<file path="config.mk">
export PLATFORM = sky130hd
export DESIGN_NAME = fbr_regs
export DESIGN_NICKNAME = d
export VERILOG_FILES = /design/src/fbr_pkg.sv /design/src/fbr_byte_reg.sv /design/src/fbr_regs.sv
export VERILOG_INCLUDE_DIRS = /design/src /design/src/src
export SDC_FILE = /design/constraint.sdc
export NUM_CORES = 1
export LEC_CHECK = 0
export ABC_AREA = 1
export CAP_MARGIN = 40
export CELL_PAD_IN_SITES_DETAIL_PLACEMENT = 0
export CELL_PAD_IN_SITES_GLOBAL_PLACEMENT = 1
export CORE_MARGIN = 4
export CORE_UTILIZATION = 35
export DETAILED_ROUTE_END_ITERATION = 16
export DONT_BUFFER_PORTS = 1
export HOLD_SLACK_MARGIN = 0.1
export PLACE_DENSITY_LB_ADDON = 0.1
export SYNTH_ARGS = -nofsm -noshare
export SYNTH_HDL_FRONTEND = slang
export SYNTH_SLANG_ARGS = --single-unit
</file>
<file path="constraint.sdc">
create_clock -name clock_i -period 2.7 [get_ports clock_i]
set_clock_uncertainty 0.05 [all_clocks]
set_input_delay 0.405 -clock clock_i [delete_from_list [all_inputs] [get_ports clock_i]]
set_output_delay 0.405 -clock clock_i [all_outputs]
set_load 0.02 [all_outputs]
</file>
<file path="src/fbr_consts.svh">
// offsets, field positions, reset values and limits of the feedback divider register bank
`ifndef FBR_CONSTS_SVH
`define FBR_CONSTS_SVH

// register address width and byte offsets
`define FBR_ADDR_W            12
`define FBR_OFS_DIV_BYTE4     12'h10A
`define FBR_OFS_DIV_TOP       12'h10B
`define FBR_OFS_DEN_BYTE0     12'h10C
`define FBR_OFS_DEN_BYTE1     12'h10D
`define FBR_OFS_DEN_BYTE2     12'h10E
`define FBR_OFS_DEN_BYTE3     12'h10F
`define FBR_OFS_REM_BYTE0     12'h110
`define FBR_OFS_REM_BYTE1     12'h111
`define FBR_OFS_REM_BYTE2     12'h112
`define FBR_OFS_REM_BYTE3     12'h113
`define FBR_OFS_TRUNC_POS     12'h114
`define FBR_NUM_REGS          11

// register index of each single byte and of each word's low byte inside the bank
`define FBR_IDX_DIV_BYTE4     4'h0
`define FBR_IDX_DIV_TOP       4'h1
`define FBR_IDX_DEN_BYTE0     4'h2
`define FBR_IDX_REM_BYTE0     4'h6
`define FBR_IDX_TRUNC_POS     4'hA

// reset values and writable bits
`define FBR_RST_ZERO          8'h00
`define FBR_RST_DEN_BYTE0     8'h01
`define FBR_WMASK_FULL        8'hFF
`define FBR_WMASK_DIV_TOP     8'h03

// fixed-point divider layout
`define FBR_DIV_W             42
`define FBR_DIV_LOW_W         32
`define FBR_INT_W             9
`define FBR_FRAC_W            33
`define FBR_WORD_W            32
`define FBR_TRUNC_MAX         8'h21

`endif

</file>
<file path="src/fbr_pkg.sv">
// types shared by the feedback divider register bank
package fbr_pkg;

	typedef logic [7:0] fbr_byte_t;

	// how the feedback ratio is formed by the loop logic
	typedef enum logic {
		FBR_FORM_FIXED,
		FBR_FORM_RATIO
	} fbr_form_t;

endpackage : fbr_pkg

</file>
<file path="src/fbr_byte_reg.sv">
// one byte-wide configuration register with a reset value and writable-bit mask
`timescale 1ns/1ps

module fbr_byte_reg #(
	parameter fbr_pkg::fbr_byte_t RESET_VAL = 8'h00,
	parameter fbr_pkg::fbr_byte_t WMASK     = 8'hFF
) (
	input  wire logic               clock_i,
	input  wire logic               reset_i,
	input  wire logic               wr_i,
	input  wire fbr_pkg::fbr_byte_t wdata_i,
	output fbr_pkg::fbr_byte_t      value_o
);

	fbr_pkg::fbr_byte_t next_value;

	// bits outside the mask keep their reset value, so they read back as their RESET_VAL bits
	assign next_value = (value_o & ~WMASK) | (wdata_i & WMASK);

	always_ff @(posedge clock_i) begin
		if (reset_i) begin
			value_o <= RESET_VAL;
		end else if (wr_i) begin
			value_o <= next_value;
		end
	end

endmodule : fbr_byte_reg

</file>
<file path="src/fbr_regs.sv">
// feedback divider register bank: divider top bytes, denominator, remainder, truncation
// How it works
// - divider bits 39..32 live at 0x10A
// - divider bits 41..40 in bits 1..0 of 0x10B
// - denominator is four bytes, low byte first
// - remainder is four bytes, low byte first
// - position means 33 minus valid fraction bits
// - truncation applies only in ratio form
// - divider: 9 integer bits, 33 fraction bits
`timescale 1ns/1ps

`include "fbr_consts.svh"

module fbr_regs (
	input  wire logic                        clock_i,
	input  wire logic                        reset_i,
	// byte-wide processor register port
	input  wire logic [`FBR_ADDR_W-1:0]      reg_addr_i,
	input  wire logic                        reg_wr_i,
	input  wire logic                        reg_rd_i,
	input  wire fbr_pkg::fbr_byte_t          reg_wdata_i,
	output fbr_pkg::fbr_byte_t               reg_rdata_o,
	output logic                             reg_rvalid_o,
	output logic                             reg_hit_o,
	// lower divider bytes held by the neighbouring bank
	input  wire logic [`FBR_DIV_LOW_W-1:0]   fb_divider_low_i,
	// loop configuration seen by this bank
	input  wire fbr_pkg::fbr_form_t          ratio_form_i,
	input  wire logic                        digital_loop_feeds_i,
	// values consumed by the fractional-N feedback logic
	output logic [`FBR_DIV_W-1:0]            fb_fixed_point_value_o,
	output logic [`FBR_DIV_W-1:0]            fb_effective_value_o,
	output logic [`FBR_INT_W-1:0]            fb_integer_o,
	output logic [`FBR_FRAC_W-1:0]           fb_fraction_o,
	output logic [`FBR_WORD_W-1:0]           fb_denominator_o,
	output logic [`FBR_WORD_W-1:0]           fb_remainder_o,
	output fbr_pkg::fbr_byte_t               fb_truncate_position_o,
	output logic [5:0]                       fb_valid_frac_bits_o,
	// configuration checks for software misuse
	output logic                             cfg_den_zero_o,
	output logic                             cfg_pos_invalid_o,
	output logic                             cfg_pos_zero_mismatch_o,
	output logic                             cfg_low_bits_set_o,
	output logic                             cfg_top_bits_set_o,
	output logic                             cfg_error_o
);

	fbr_pkg::fbr_byte_t          reg_bytes [`FBR_NUM_REGS];
	logic [`FBR_ADDR_W-1:0]      addr_off;
	logic                        addr_hit;
	logic [3:0]                  reg_idx;
	fbr_pkg::fbr_byte_t          read_value;

	// address decode: the bank covers one contiguous run of byte offsets
	assign addr_off = reg_addr_i - `FBR_OFS_DIV_BYTE4;
	assign addr_hit = (reg_addr_i >= `FBR_OFS_DIV_BYTE4) && (reg_addr_i <= `FBR_OFS_TRUNC_POS);
	assign reg_idx  = addr_off[3:0];

	// per-offset selects
	logic                        sel_div_byte4;
	logic                        sel_div_top;
	logic                        sel_den_byte0;
	logic                        sel_den_byte1;
	logic                        sel_den_byte2;
	logic                        sel_den_byte3;
	logic                        sel_rem_byte0;
	logic                        sel_rem_byte1;
	logic                        sel_rem_byte2;
	logic                        sel_rem_byte3;
	logic                        sel_trunc_pos;
	logic [`FBR_NUM_REGS-1:0]    sel_vec;

	// one select per byte offset, so a waveform shows which register a strobe aims at
	assign sel_div_byte4 = (reg_addr_i == `FBR_OFS_DIV_BYTE4);
	assign sel_div_top   = (reg_addr_i == `FBR_OFS_DIV_TOP);
	assign sel_den_byte0 = (reg_addr_i == `FBR_OFS_DEN_BYTE0);
	assign sel_den_byte1 = (reg_addr_i == `FBR_OFS_DEN_BYTE1);
	assign sel_den_byte2 = (reg_addr_i == `FBR_OFS_DEN_BYTE2);
	assign sel_den_byte3 = (reg_addr_i == `FBR_OFS_DEN_BYTE3);
	assign sel_rem_byte0 = (reg_addr_i == `FBR_OFS_REM_BYTE0);
	assign sel_rem_byte1 = (reg_addr_i == `FBR_OFS_REM_BYTE1);
	assign sel_rem_byte2 = (reg_addr_i == `FBR_OFS_REM_BYTE2);
	assign sel_rem_byte3 = (reg_addr_i == `FBR_OFS_REM_BYTE3);
	assign sel_trunc_pos = (reg_addr_i == `FBR_OFS_TRUNC_POS);

	// bit i of the vector enables byte register i; an unmapped address selects none
	assign sel_vec = {sel_trunc_pos, sel_rem_byte3, sel_rem_byte2, sel_rem_byte1,
	                  sel_rem_byte0, sel_den_byte3, sel_den_byte2, sel_den_byte1,
	                  sel_den_byte0, sel_div_top, sel_div_byte4};

	// one byte register per offset; only the top divider byte has a narrow mask
	for (genvar i = 0; i < `FBR_NUM_REGS; i++) begin : g_byte
		localparam fbr_pkg::fbr_byte_t RST_V =
			(i == 32'(`FBR_IDX_DEN_BYTE0)) ? `FBR_RST_DEN_BYTE0 : `FBR_RST_ZERO;
		localparam fbr_pkg::fbr_byte_t MASK_V =
			(i == 32'(`FBR_IDX_DIV_TOP)) ? `FBR_WMASK_DIV_TOP : `FBR_WMASK_FULL;

		logic wr_sel;

		assign wr_sel = reg_wr_i && sel_vec[i];

		fbr_byte_reg #(
			.RESET_VAL (RST_V),
			.WMASK     (MASK_V)
		) u_byte (
			.clock_i   (clock_i),
			.reset_i   (reset_i),
			.wr_i      (wr_sel),
			.wdata_i   (reg_wdata_i),
			.value_o   (reg_bytes[i])
		);
	end

	// read selection; unmapped offsets read as zero
	assign read_value = addr_hit ? reg_bytes[reg_idx] : `FBR_RST_ZERO;

	logic [`FBR_DIV_W-1:0]   div_value;
	logic [`FBR_WORD_W-1:0]  den_value;
	logic [`FBR_WORD_W-1:0]  rem_value;
	fbr_pkg::fbr_byte_t      pos_value;

	logic [9:0]              div_owned;

	// the ten divider bits this bank owns sit above the neighbour's 32 low bits
	assign div_owned = {reg_bytes[`FBR_IDX_DIV_TOP][1:0],
	                    reg_bytes[`FBR_IDX_DIV_BYTE4]};

	// field assembly from the byte registers
	assign div_value = {div_owned, fb_divider_low_i};
	assign den_value = {reg_bytes[`FBR_IDX_DEN_BYTE0 + 4'h3],
	                    reg_bytes[`FBR_IDX_DEN_BYTE0 + 4'h2],
	                    reg_bytes[`FBR_IDX_DEN_BYTE0 + 4'h1],
	                    reg_bytes[`FBR_IDX_DEN_BYTE0]};
	assign rem_value = {reg_bytes[`FBR_IDX_REM_BYTE0 + 4'h3],
	                    reg_bytes[`FBR_IDX_REM_BYTE0 + 4'h2],
	                    reg_bytes[`FBR_IDX_REM_BYTE0 + 4'h1],
	                    reg_bytes[`FBR_IDX_REM_BYTE0]};
	assign pos_value = reg_bytes[`FBR_IDX_TRUNC_POS];

	logic                    pos_in_range;
	logic [5:0]              pos_clamped;
	logic [5:0]              valid_bits;
	logic [`FBR_FRAC_W:0]    drop_ones;
	logic [`FBR_FRAC_W-1:0]  keep_mask;
	logic [`FBR_DIV_W-1:0]   trunc_value;
	logic                    use_ratio;

	// truncation: position counts the dropped low fraction bits
	// an out-of-range position is clamped so the mask stays defined, never wraps
	assign pos_in_range = (pos_value <= `FBR_TRUNC_MAX);
	assign pos_clamped  = pos_in_range ? pos_value[5:0] : 6'(`FBR_TRUNC_MAX);
	assign valid_bits   = 6'h21 - pos_clamped;
	assign drop_ones    = (34'h1 << pos_clamped) - 34'h1;
	assign keep_mask    = ~drop_ones[`FBR_FRAC_W-1:0];

	// integer bits pass untouched; only the fraction is masked
	assign trunc_value = {div_value[`FBR_DIV_W-1:`FBR_FRAC_W],
	                      div_value[`FBR_FRAC_W-1:0] & keep_mask};

	// fixed form ignores the position in the effective value; the position checks still use it
	assign use_ratio = (ratio_form_i == fbr_pkg::FBR_FORM_RATIO);

	logic [`FBR_DIV_W-1:0]   next_effective;

	assign next_effective = use_ratio ? trunc_value : div_value;

	logic [`FBR_INT_W-1:0]   next_integer;
	logic [`FBR_FRAC_W-1:0]  next_fraction;

	// integer and fraction halves of the value the loop will use
	assign next_integer  = next_effective[`FBR_DIV_W-1:`FBR_FRAC_W];
	assign next_fraction = next_effective[`FBR_FRAC_W-1:0];

	logic                    den_is_one;
	logic                    rem_is_zero;
	logic                    pos_is_zero;
	logic [`FBR_FRAC_W-1:0]  dropped_bits;
	logic [1:0]              top_bits;

	// building blocks of the misuse checks, kept apart so each flag reads as one line
	assign den_is_one   = (den_value == 32'h0000_0001);
	assign rem_is_zero  = (rem_value == 32'h0000_0000);
	assign pos_is_zero  = (pos_value == `FBR_RST_ZERO);
	assign dropped_bits = div_value[`FBR_FRAC_W-1:0] & ~keep_mask;
	assign top_bits     = div_value[`FBR_DIV_W-1:`FBR_DIV_W-2];

	logic  chk_den_zero;
	logic  chk_pos_invalid;
	logic  chk_pos_zero;
	logic  chk_low_bits;
	logic  chk_top_bits;
	logic  chk_any;

	// misuse checks; the hardware keeps running, these only flag the problem
	assign chk_den_zero    = (den_value == 32'h0000_0000);
	assign chk_pos_invalid = !pos_in_range;
	assign chk_pos_zero    = pos_is_zero && !(rem_is_zero && den_is_one);
	assign chk_low_bits    = use_ratio && (dropped_bits != 33'h0);
	assign chk_top_bits    = digital_loop_feeds_i && (top_bits != 2'h0);

	// one summary flag so software can poll a single bit
	assign chk_any = chk_den_zero | chk_pos_invalid | chk_pos_zero |
	                 chk_low_bits | chk_top_bits;

	// register read port: data one edge after the strobe, held until the next read
	always_ff @(posedge clock_i) begin
		if (reset_i) begin
			reg_rdata_o <= `FBR_RST_ZERO;
		end else if (reg_rd_i) begin
			reg_rdata_o <= read_value;
		end
	end

	// access pulses: each stands for exactly one cycle after its strobe
	always_ff @(posedge clock_i) begin
		if (reset_i) begin
			reg_rvalid_o <= 1'b0;
			reg_hit_o    <= 1'b0;
		end else begin
			reg_rvalid_o <= reg_rd_i;
			reg_hit_o    <= (reg_rd_i || reg_wr_i) && addr_hit;
		end
	end

	// raw divider toward the loop, registered so the loop sees clean edges
	always_ff @(posedge clock_i) begin
		if (reset_i) begin
			fb_fixed_point_value_o <= '0;
		end else begin
			fb_fixed_point_value_o <= div_value;
		end
	end

	// effective value and its halves; all three move on the same edge
	always_ff @(posedge clock_i) begin
		if (reset_i) begin
			fb_effective_value_o <= '0;
			fb_integer_o         <= '0;
			fb_fraction_o        <= '0;
		end else begin
			fb_effective_value_o <= next_effective;
			fb_integer_o         <= next_integer;
			fb_fraction_o        <= next_fraction;
		end
	end

	// ratio terms toward the loop; reset denominator is one, never zero
	always_ff @(posedge clock_i) begin
		if (reset_i) begin
			fb_denominator_o <= 32'h0000_0001;
			fb_remainder_o   <= 32'h0000_0000;
		end else begin
			fb_denominator_o <= den_value;
			fb_remainder_o   <= rem_value;
		end
	end

	// position and the valid-bit count derived from it
	always_ff @(posedge clock_i) begin
		if (reset_i) begin
			fb_truncate_position_o <= `FBR_RST_ZERO;
			fb_valid_frac_bits_o   <= 6'(`FBR_TRUNC_MAX);
		end else begin
			fb_truncate_position_o <= pos_value;
			fb_valid_frac_bits_o   <= valid_bits;
		end
	end

	// value checks follow the registers with one edge of delay
	always_ff @(posedge clock_i) begin
		if (reset_i) begin
			cfg_den_zero_o    <= 1'b0;
			cfg_pos_invalid_o <= 1'b0;
		end else begin
			cfg_den_zero_o    <= chk_den_zero;
			cfg_pos_invalid_o <= chk_pos_invalid;
		end
	end

	// consistency checks between fields and the loop inputs
	always_ff @(posedge clock_i) begin
		if (reset_i) begin
			cfg_pos_zero_mismatch_o <= 1'b0;
			cfg_low_bits_set_o      <= 1'b0;
			cfg_top_bits_set_o      <= 1'b0;
		end else begin
			cfg_pos_zero_mismatch_o <= chk_pos_zero;
			cfg_low_bits_set_o      <= chk_low_bits;
			cfg_top_bits_set_o      <= chk_top_bits;
		end
	end

	// summary flag lands on the same edge as the individual flags
	always_ff @(posedge clock_i) begin
		if (reset_i) begin
			cfg_error_o <= 1'b0;
		end else begin
			cfg_error_o <= chk_any;
		end
	end

endmodule : fbr_regs
</file>
* Yosys cells after proc, flatten, opt, wreduce, memory -nomap -nowiden *
Index checks and enable logic that the tools add are counted.

word-level totals
  output and inout bits = 220
  register bits after elaboration = 308
  word-level logic and storage cells = 89

operators by class
  reductions and logical operators = 25
  $lt $le $gt $ge = 4
  shifts and indexed selects = 1
  mux-type cells = 6
  bitwise logic cells = 10
  equality and inequality tests = 12
  $add $sub $neg = 3

operators by type and width
  cell                                                                                number
  12-bit by 9-bit equality test with 1-bit output (second input constant)             11
  33-bit AND                                                                          2
  33-bit inverter                                                                     2
  32-bit logical NOT                                                                  2
  33-bit 2-to-1 mux                                                                   1
  33-bit nonzero test                                                                 1
  1-bit by 6-bit << shifter with 33-bit output (first input constant)                 1
  33-bit by 1-bit subtractor with 33-bit output (second input constant)               1
  8-bit binary-select mux with 4-bit select                                           1
  32-bit by 1-bit equality test with 1-bit output (second input constant)             1
  8-bit 2-to-1 mux                                                                    3
  1-bit logical AND                                                                   17
  12-bit by 9-bit >= comparator with 1-bit output (second input constant)             1
  12-bit by 9-bit less-or-equal comparator with 1-bit output (second input constant)  1
  8-bit by 6-bit less-or-equal comparator with 1-bit output (second input constant)   1
  8-bit logical NOT                                                                   1
  8-bit by 2-bit bitwise OR with 8-bit output                                         1
  6-bit 2-to-1 mux                                                                    1
  6-bit subtractor (first input constant)                                             1
  5-bit >= comparator (second input constant)                                         1
  4-bit inverter with 5-bit output                                                    1
  1-bit bitwise OR                                                                    4
  4-bit subtractor (second input constant)                                            1
  1-bit logical NOT                                                                   2
  other kinds (2)                                                                     2

* Depth between registers and ports, before layout *
  word-level depth = 11
  gate-level depth with buffers = 22
  gate-level depth less buffers = 21

* Cells and area by module *
From an unflattened synthesis, not the netlist that was laid out.

unflattened totals
  cell total of the unflattened synthesis = 1615
  area, all modules = 11618.6 um^2

modules (own cells, without submodules)
  module                               area an instance (um^2)  cells each  instances
  fbr_regs                             8075.2                   1086        1
  fbr_byte_reg (g_byte[0].u_byte ...)  341.6                    51          9
  fbr_byte_reg (g_byte[2].u_byte)      339.1                    50          1
  fbr_byte_reg (g_byte[1].u_byte)      130.1                    20          1

* Worst setup path before layout *
OpenSTA, ideal clock, no wires.

  kind = register to register
  start = register g_byte[10].u_byte.value_o[7]
  end = register cfg_error_o
  cell stages (with the launch flop) = 23
  slack = 0.201 ns
  clock period less this slack = 2.499 ns
  arrival = 2.335 ns
  setup time = 0.114 ns
  buffers on the path = 1
  path through = dfxtp_1 > nor2_4 > nand2_4 > nand2_4 > buf_6 > o31ai_1 > nand3_1 > ha_1 > nand2_1 > nor2_2 > nand2_1 > nor2_2 > nand2_1 > nand2_1 > nor2_1 > nor2_1 > nand2_1 > nor2_1 > nand2_1 > nor2_1 > nand3_1 > nand2_1 > nand2_1

between the ends
  cells in the longest elaborated chain, start to end = 11
  elaborated cells on any way between the ends = 16
  classes of those cells = add/sub (1); order compare (1); shift (1); mux (1); bitwise (7); reduce/logical (5)

RTL lines
  item                                                                        line                RTL
  start, declared                                                             fbr_byte_reg.sv:12  output fbr_pkg::fbr_byte_t value_o
  start signal, assigned                                                      fbr_byte_reg.sv:24  value_o <= next_value;
  8-bit by 6-bit less-or-equal comparator with 1-bit output (no source line)  --
  6-bit 2-to-1 mux                                                            fbr_regs.sv:151     assign pos_clamped = pos_in_range ? pos_value[5:0] : 6'(`FBR_TRUNC_MAX);
  1-bit by 6-bit << shifter with 33-bit output                                fbr_regs.sv:153     assign drop_ones = (34'h1 << pos_clamped) - 34'h1;
  33-bit by 1-bit subtractor with 33-bit output                               fbr_regs.sv:153
  33-bit inverter                                                             fbr_regs.sv:154     assign keep_mask = ~drop_ones[`FBR_FRAC_W-1:0];
  33-bit inverter                                                             fbr_regs.sv:184     assign dropped_bits = div_value[`FBR_FRAC_W-1:0] & ~keep_mask;
  33-bit AND                                                                  fbr_regs.sv:184
  33-bit nonzero test                                                         fbr_regs.sv:198     assign chk_low_bits = use_ratio && (dropped_bits != 33'h0);
  1-bit logical AND                                                           fbr_regs.sv:198
  1-bit bitwise OR (*)                                                        fbr_regs.sv:202     assign chk_any = chk_den_zero | chk_pos_invalid | chk_pos_zero |
  1-bit bitwise OR (*)                                                        fbr_regs.sv:203     chk_low_bits | chk_top_bits;
  end signal, assigned                                                        fbr_regs.sv:298     cfg_error_o <= chk_any;
  end, declared                                                               fbr_regs.sv:45      output logic cfg_error_o

Every way passes the cells marked *; elsewhere a longest branch is shown, timed or not.
A chain may end at the register's enable or synchronous reset.

* Final worst setup path *
  start = register g_byte[10].u_byte.value_o[7]
  end = register fb_effective_value_o[6]

between the ends
  cells in the longest elaborated chain, start to end = 7

RTL lines
  item                                                                        line             RTL
  8-bit by 6-bit less-or-equal comparator with 1-bit output (no source line)  --
  6-bit 2-to-1 mux                                                            fbr_regs.sv:151
  1-bit by 6-bit << shifter with 33-bit output                                fbr_regs.sv:153
  33-bit by 1-bit subtractor with 33-bit output                               fbr_regs.sv:153
  33-bit inverter                                                             fbr_regs.sv:154
  33-bit AND                                                                  fbr_regs.sv:158  div_value[`FBR_FRAC_W-1:0] & keep_mask};
  33-bit 2-to-1 mux                                                           fbr_regs.sv:165  assign next_effective = use_ratio ? trunc_value : div_value;
  end signal, assigned                                                        fbr_regs.sv:241  fb_effective_value_o <= next_effective;
  end, declared                                                               fbr_regs.sv:32   output logic [`FBR_DIV_W-1:0] fb_effective_value_o,

Every way passes these cells.

==> load_flow_metrics.sql <==
INSERT INTO impl_metrics (metric_group, metric, value, unit) VALUES
('cts', 'cts-htree-levels', '1', ''),
('worst_setup_path', 'critPathMostFrequentCell', 'buf_4', ''),
('cts', 'path_clk_slew', '60', 'ps'),
('synthesis', 'yosys.area_share.simple', '0.2213', ''),
('timing', 'setup_viol', '1', ''),
('power_and_ir_drop', 'power_density', '633.1', 'nW/um2'),
('synthesis', 'synthesis.area', '10320', 'um2'),
('run', 'max_cap_viol_count', '0', ''),
('timing', 'max_slew.worst_pin.slew', '897.3', 'ps'),
('floorplanning', 'design.core.area', '28940', 'um2'),
('worst_setup_path', 'critical_path_arrival', '3120', 'ps'),
('hold_path', 'hold_path_class', 'in2reg', ''),
('worst_setup_path', 'timing.critical_path.fanout_max', '8', ''),
('synthesis', 'synth_warnings', '0', ''),
('floorplanning', 'die_w', '179.7', 'um'),
('synthesis', 'post_synth_num_cell_types', '49', ''),
('synthesis', 'synth.area.mux_share', '0', ''),
('cts', 'tritoncts', 'done', ''),
('timing', 'final.setup.worst_slack', '-37.35', 'ps'),
('cts', 'tritoncts_num_sinks', '251', ''),
('worst_setup_path', 'critical-path-top-delay-family', 'buffers and inverters', ''),
('floorplanning', 'dieHeight', '179.7', 'um'),
('worst_setup_path', 'cp.buffers_inverters', '8', ''),
('global_routing', 'first_global_vias', '9102', ''),
('route', 'drtAntennaViolNets', '0', ''),
('cts', 'cts_buffers', '27', ''),
('worst_setup_path', 'reg2reg_setup_slack', '-40', 'ps'),
('route', 'drt_wl_total', '36.78', 'mm'),
('worst_setup_path', 'r2r_end', 'fb_effective_value_o[6]', ''),
('worst_setup_path', 'cp_cell_sequence', 'nor2_4 -> nand3_2 -> nand2_4 -> buf_6 -> nand3_2 -> nor2_4 -> nand3_2 -> buf_4 -> nand3_1 -> nand2_1 -> buf_4 -> buf_4 -> buf_4 -> buf_4 -> buf_4 -> buf_4 -> a311oi_2', ''),
('worst_setup_path', 'slowest_delay', '330', 'ps'),
('synthesis', 'synth_top_family_by_area', 'simple AND/OR/NAND/NOR gates', ''),
('synthesis', 'yosysSeqAreaShare', '0.4867', ''),
('placed_design', 'port-buffer-count', '0', ''),
('finish', 'fin_nets', '1502', ''),
('power_and_ir_drop', 'total_power', '8.147', 'mW'),
('synthesis', 'synthArstFlopShare', '0', ''),
('route', 'detail_route.drc_violations', '0', ''),
('synthesis', 'synthFlopType', 'dfxtp_1', ''),
('worst_setup_path', 'cp-endpoint', 'fb_effective_value_o[6]', ''),
('synthesis', 'post_synthesis_sequential_element_count', '251', ''),
('timing', 'period_minus_slack', '2737', 'ps'),
('worst_setup_path', 'r2r_cells', '17', ''),
('run_status', 'run_status', 'finished, violations left', ''),
('worst_setup_path', 'cell_with_the_biggest_individual_delay_on_the_critical_path', 'dfxtp_2', ''),
('route', 'first_iter_violations', '495', ''),
('power_and_ir_drop', 'static-leakage-power', '5.806', 'nW'),
('route', 'routed_via_density', '4.931', ''),
('placed_design', 'gpl.final_weighted_congestion', '0.8620', ''),
('timing', 'final-max-slew-violation-count', '0', ''),
('worst_setup_path', 'path_class', 'reg2reg', ''),
('finish', 'final_layout_size_suffix_gt1_frac', '0.1866', ''),
('cts', 'ctsRootBufferMaster', 'clkbuf_16', ''),
('floorplanning', 'boundaryPins', '278', ''),
('cts', 'clock_tree.buffer_depth', '3', ''),
('synthesis', 'synth_enable_flop_cells', '0', ''),
('floorplanning', 'die_area', '32310', 'um2'),
('finish', 'num_antenna_cells', '0', ''),
('run_status', 'violations', 'setup timing', ''),
('global_routing', 'grt.overflow.total', '0', ''),
('route', 'drt-wirelength-per-cell', '19.97', 'um'),
('power_and_ir_drop', 'vdd.ir_drop.worst', '0.3720', 'mV'),
('finish', 'nFillCells', '2973', ''),
('worst_setup_path', 'critical_path.startpoint', 'g_byte[10].u_byte.value_o[7]', ''),
('synthesis', 'synthesis.nets', '1409', ''),
('finish', 'layout.core_utilization', '0.4447', ''),
('worst_setup_path', 'critical_path_required', '3080', 'ps'),
('global_routing', 'largest_net_degree_at_the_start_of_global_routing', '129', ''),
('cts', 'worst_skew_pair.late_latency', '540', 'ps'),
('floorplanning', 'rows', '62', ''),
('synthesis', 'yosys.area_share.adder', '0.004848', '');
placed cells by master (no fill, tap or decap), types with 6 or more instances in the layout:
cell             n
dfxtp_1        249
inv_1          190
nor2_1         183
nand2_1        128
o21ai_0        108
buf_4          108
a21oi_1         96
nand3_1         58
dlygate4sd3_1   50
nand4_1         37
nor2_2          28
clkbuf_16       27
nand2_2         19
o22ai_1         18
nand3_2         15
nor2_4          11
inv_2            9
clkbuf_8         7
o211ai_1         6
report_power, final:
part | switching, mW | internal (mW) | total, mW
registers | 0.129 | 3.76 | 3.89
logic | 0.230 | 0.119 | 0.349
clock network | 1.51 | 2.40 | 3.91
routing by layer:
metal / vias up / track usage / wire length, um
li1: 4500 / - / -
met1: 4263 / 0.2663 / 15170
met2: 271 / 0.3955 / 18710
met3: 48 / 0.04770 / 2183
met4: 0 / 0.04724 / 718
met5: - / 0 / 0
how the worst min path moves through the flow:
| stage | from | endpoint | cells after the start |
|---|---|---|---|
| after global placement | g_byte[5].u_byte.value_o[2] | fb_denominator_o[26] | 2 |
| after CTS | reg_rd_i | reg_rvalid_o | 2 |
| final | reg_rd_i | reg_rvalid_o | 2 |
| after floorplan | g_byte[0].u_byte.value_o[4] | fb_fixed_point_value_o[36] | 2 |
| after detailed placement | g_byte[5].u_byte.value_o[7] | fb_denominator_o[31] | 2 |
| after global routing | reg_wdata_i[7] | g_byte[8].u_byte.value_o[7] | 2 |
cell type report:
type	count	area (um2)	share of cell area
sequential	251	5027	0.3907
multi-input combinational	787	4172	0.3242
timing repair buffer	167	1455	0.1131
inverter	206	790.8	0.06145
clock buffer	36	779.5	0.06057
tap	384	480.5	0.03734
clock inverter	11	163.9	0.01274
synthesized netlist by cell type, types with 5 or more instances:
library cell,number,share of area
buf_2,5,0.0024
o21ai_0,108,0.052
a211oi_1,5,0.0036
inv_1,192,0.070
buf_4,53,0.039
inv_2,8,0.0029
nand4_1,37,0.022
a21oi_1,99,0.048
nand2_1,143,0.052
o311ai_0,5,0.0042
nand3_1,71,0.034
clkbuf_1,42,0.015
nor2_1,202,0.073
dfxtp_1,251,0.49
o22ai_1,18,0.011
nor4_1,5,0.0030
nor2_2,16,0.0097
nand2_2,6,0.0036
o211ai_1,6,0.0044
nor3_1,5,0.0024
sequential cells by signal, indices dropped and copies added, names as in the netlist, 6 cells and up:
signal                  cells
fb_fixed_point_value_o     42
reg_rdata_o                 8
fb_denominator_o           32
fb_remainder_o             32
fb_effective_value_o       33
fb_truncate_position_o      8
g_byte.u_byte.value_o      82
fb_valid_frac_bits_o        6
logic make-up (layout without fill, tap and decap cells):
family | after synthesis | after routing
xor+xnor | 4 | 4
buf+inv | 309 | 420
simple gates | 505 | 505
fa+ha+maj | 4 | 4
flops | 251 | 251
compound gates | 274 | 274
what timing repair did:
item                                    CTS  global route
setup buffers                            24             9
endpoints found under the setup margin    2             4
pin swaps                                29            37
resized for setup                        36            47
hold buffers                             51             0
endpoints found under the hold margin   191             0
through the flow:
| stage | std cells | cell area (um2) | hold WS, ps |
|---|---|---|---|
| floorplan | 1347 | 10320 | 375.3 |
| global placement | 1711 | 10850 | 413.5 |
| detailed placement | 1711 | 10850 | 413.8 |
| CTS | 1833 | 12630 | 187.7 |
| global route | 1842 | 12870 | 207.6 |
| finish | 1842 | 12870 | 185.9 |
Power figures use the tool's default switching activity.
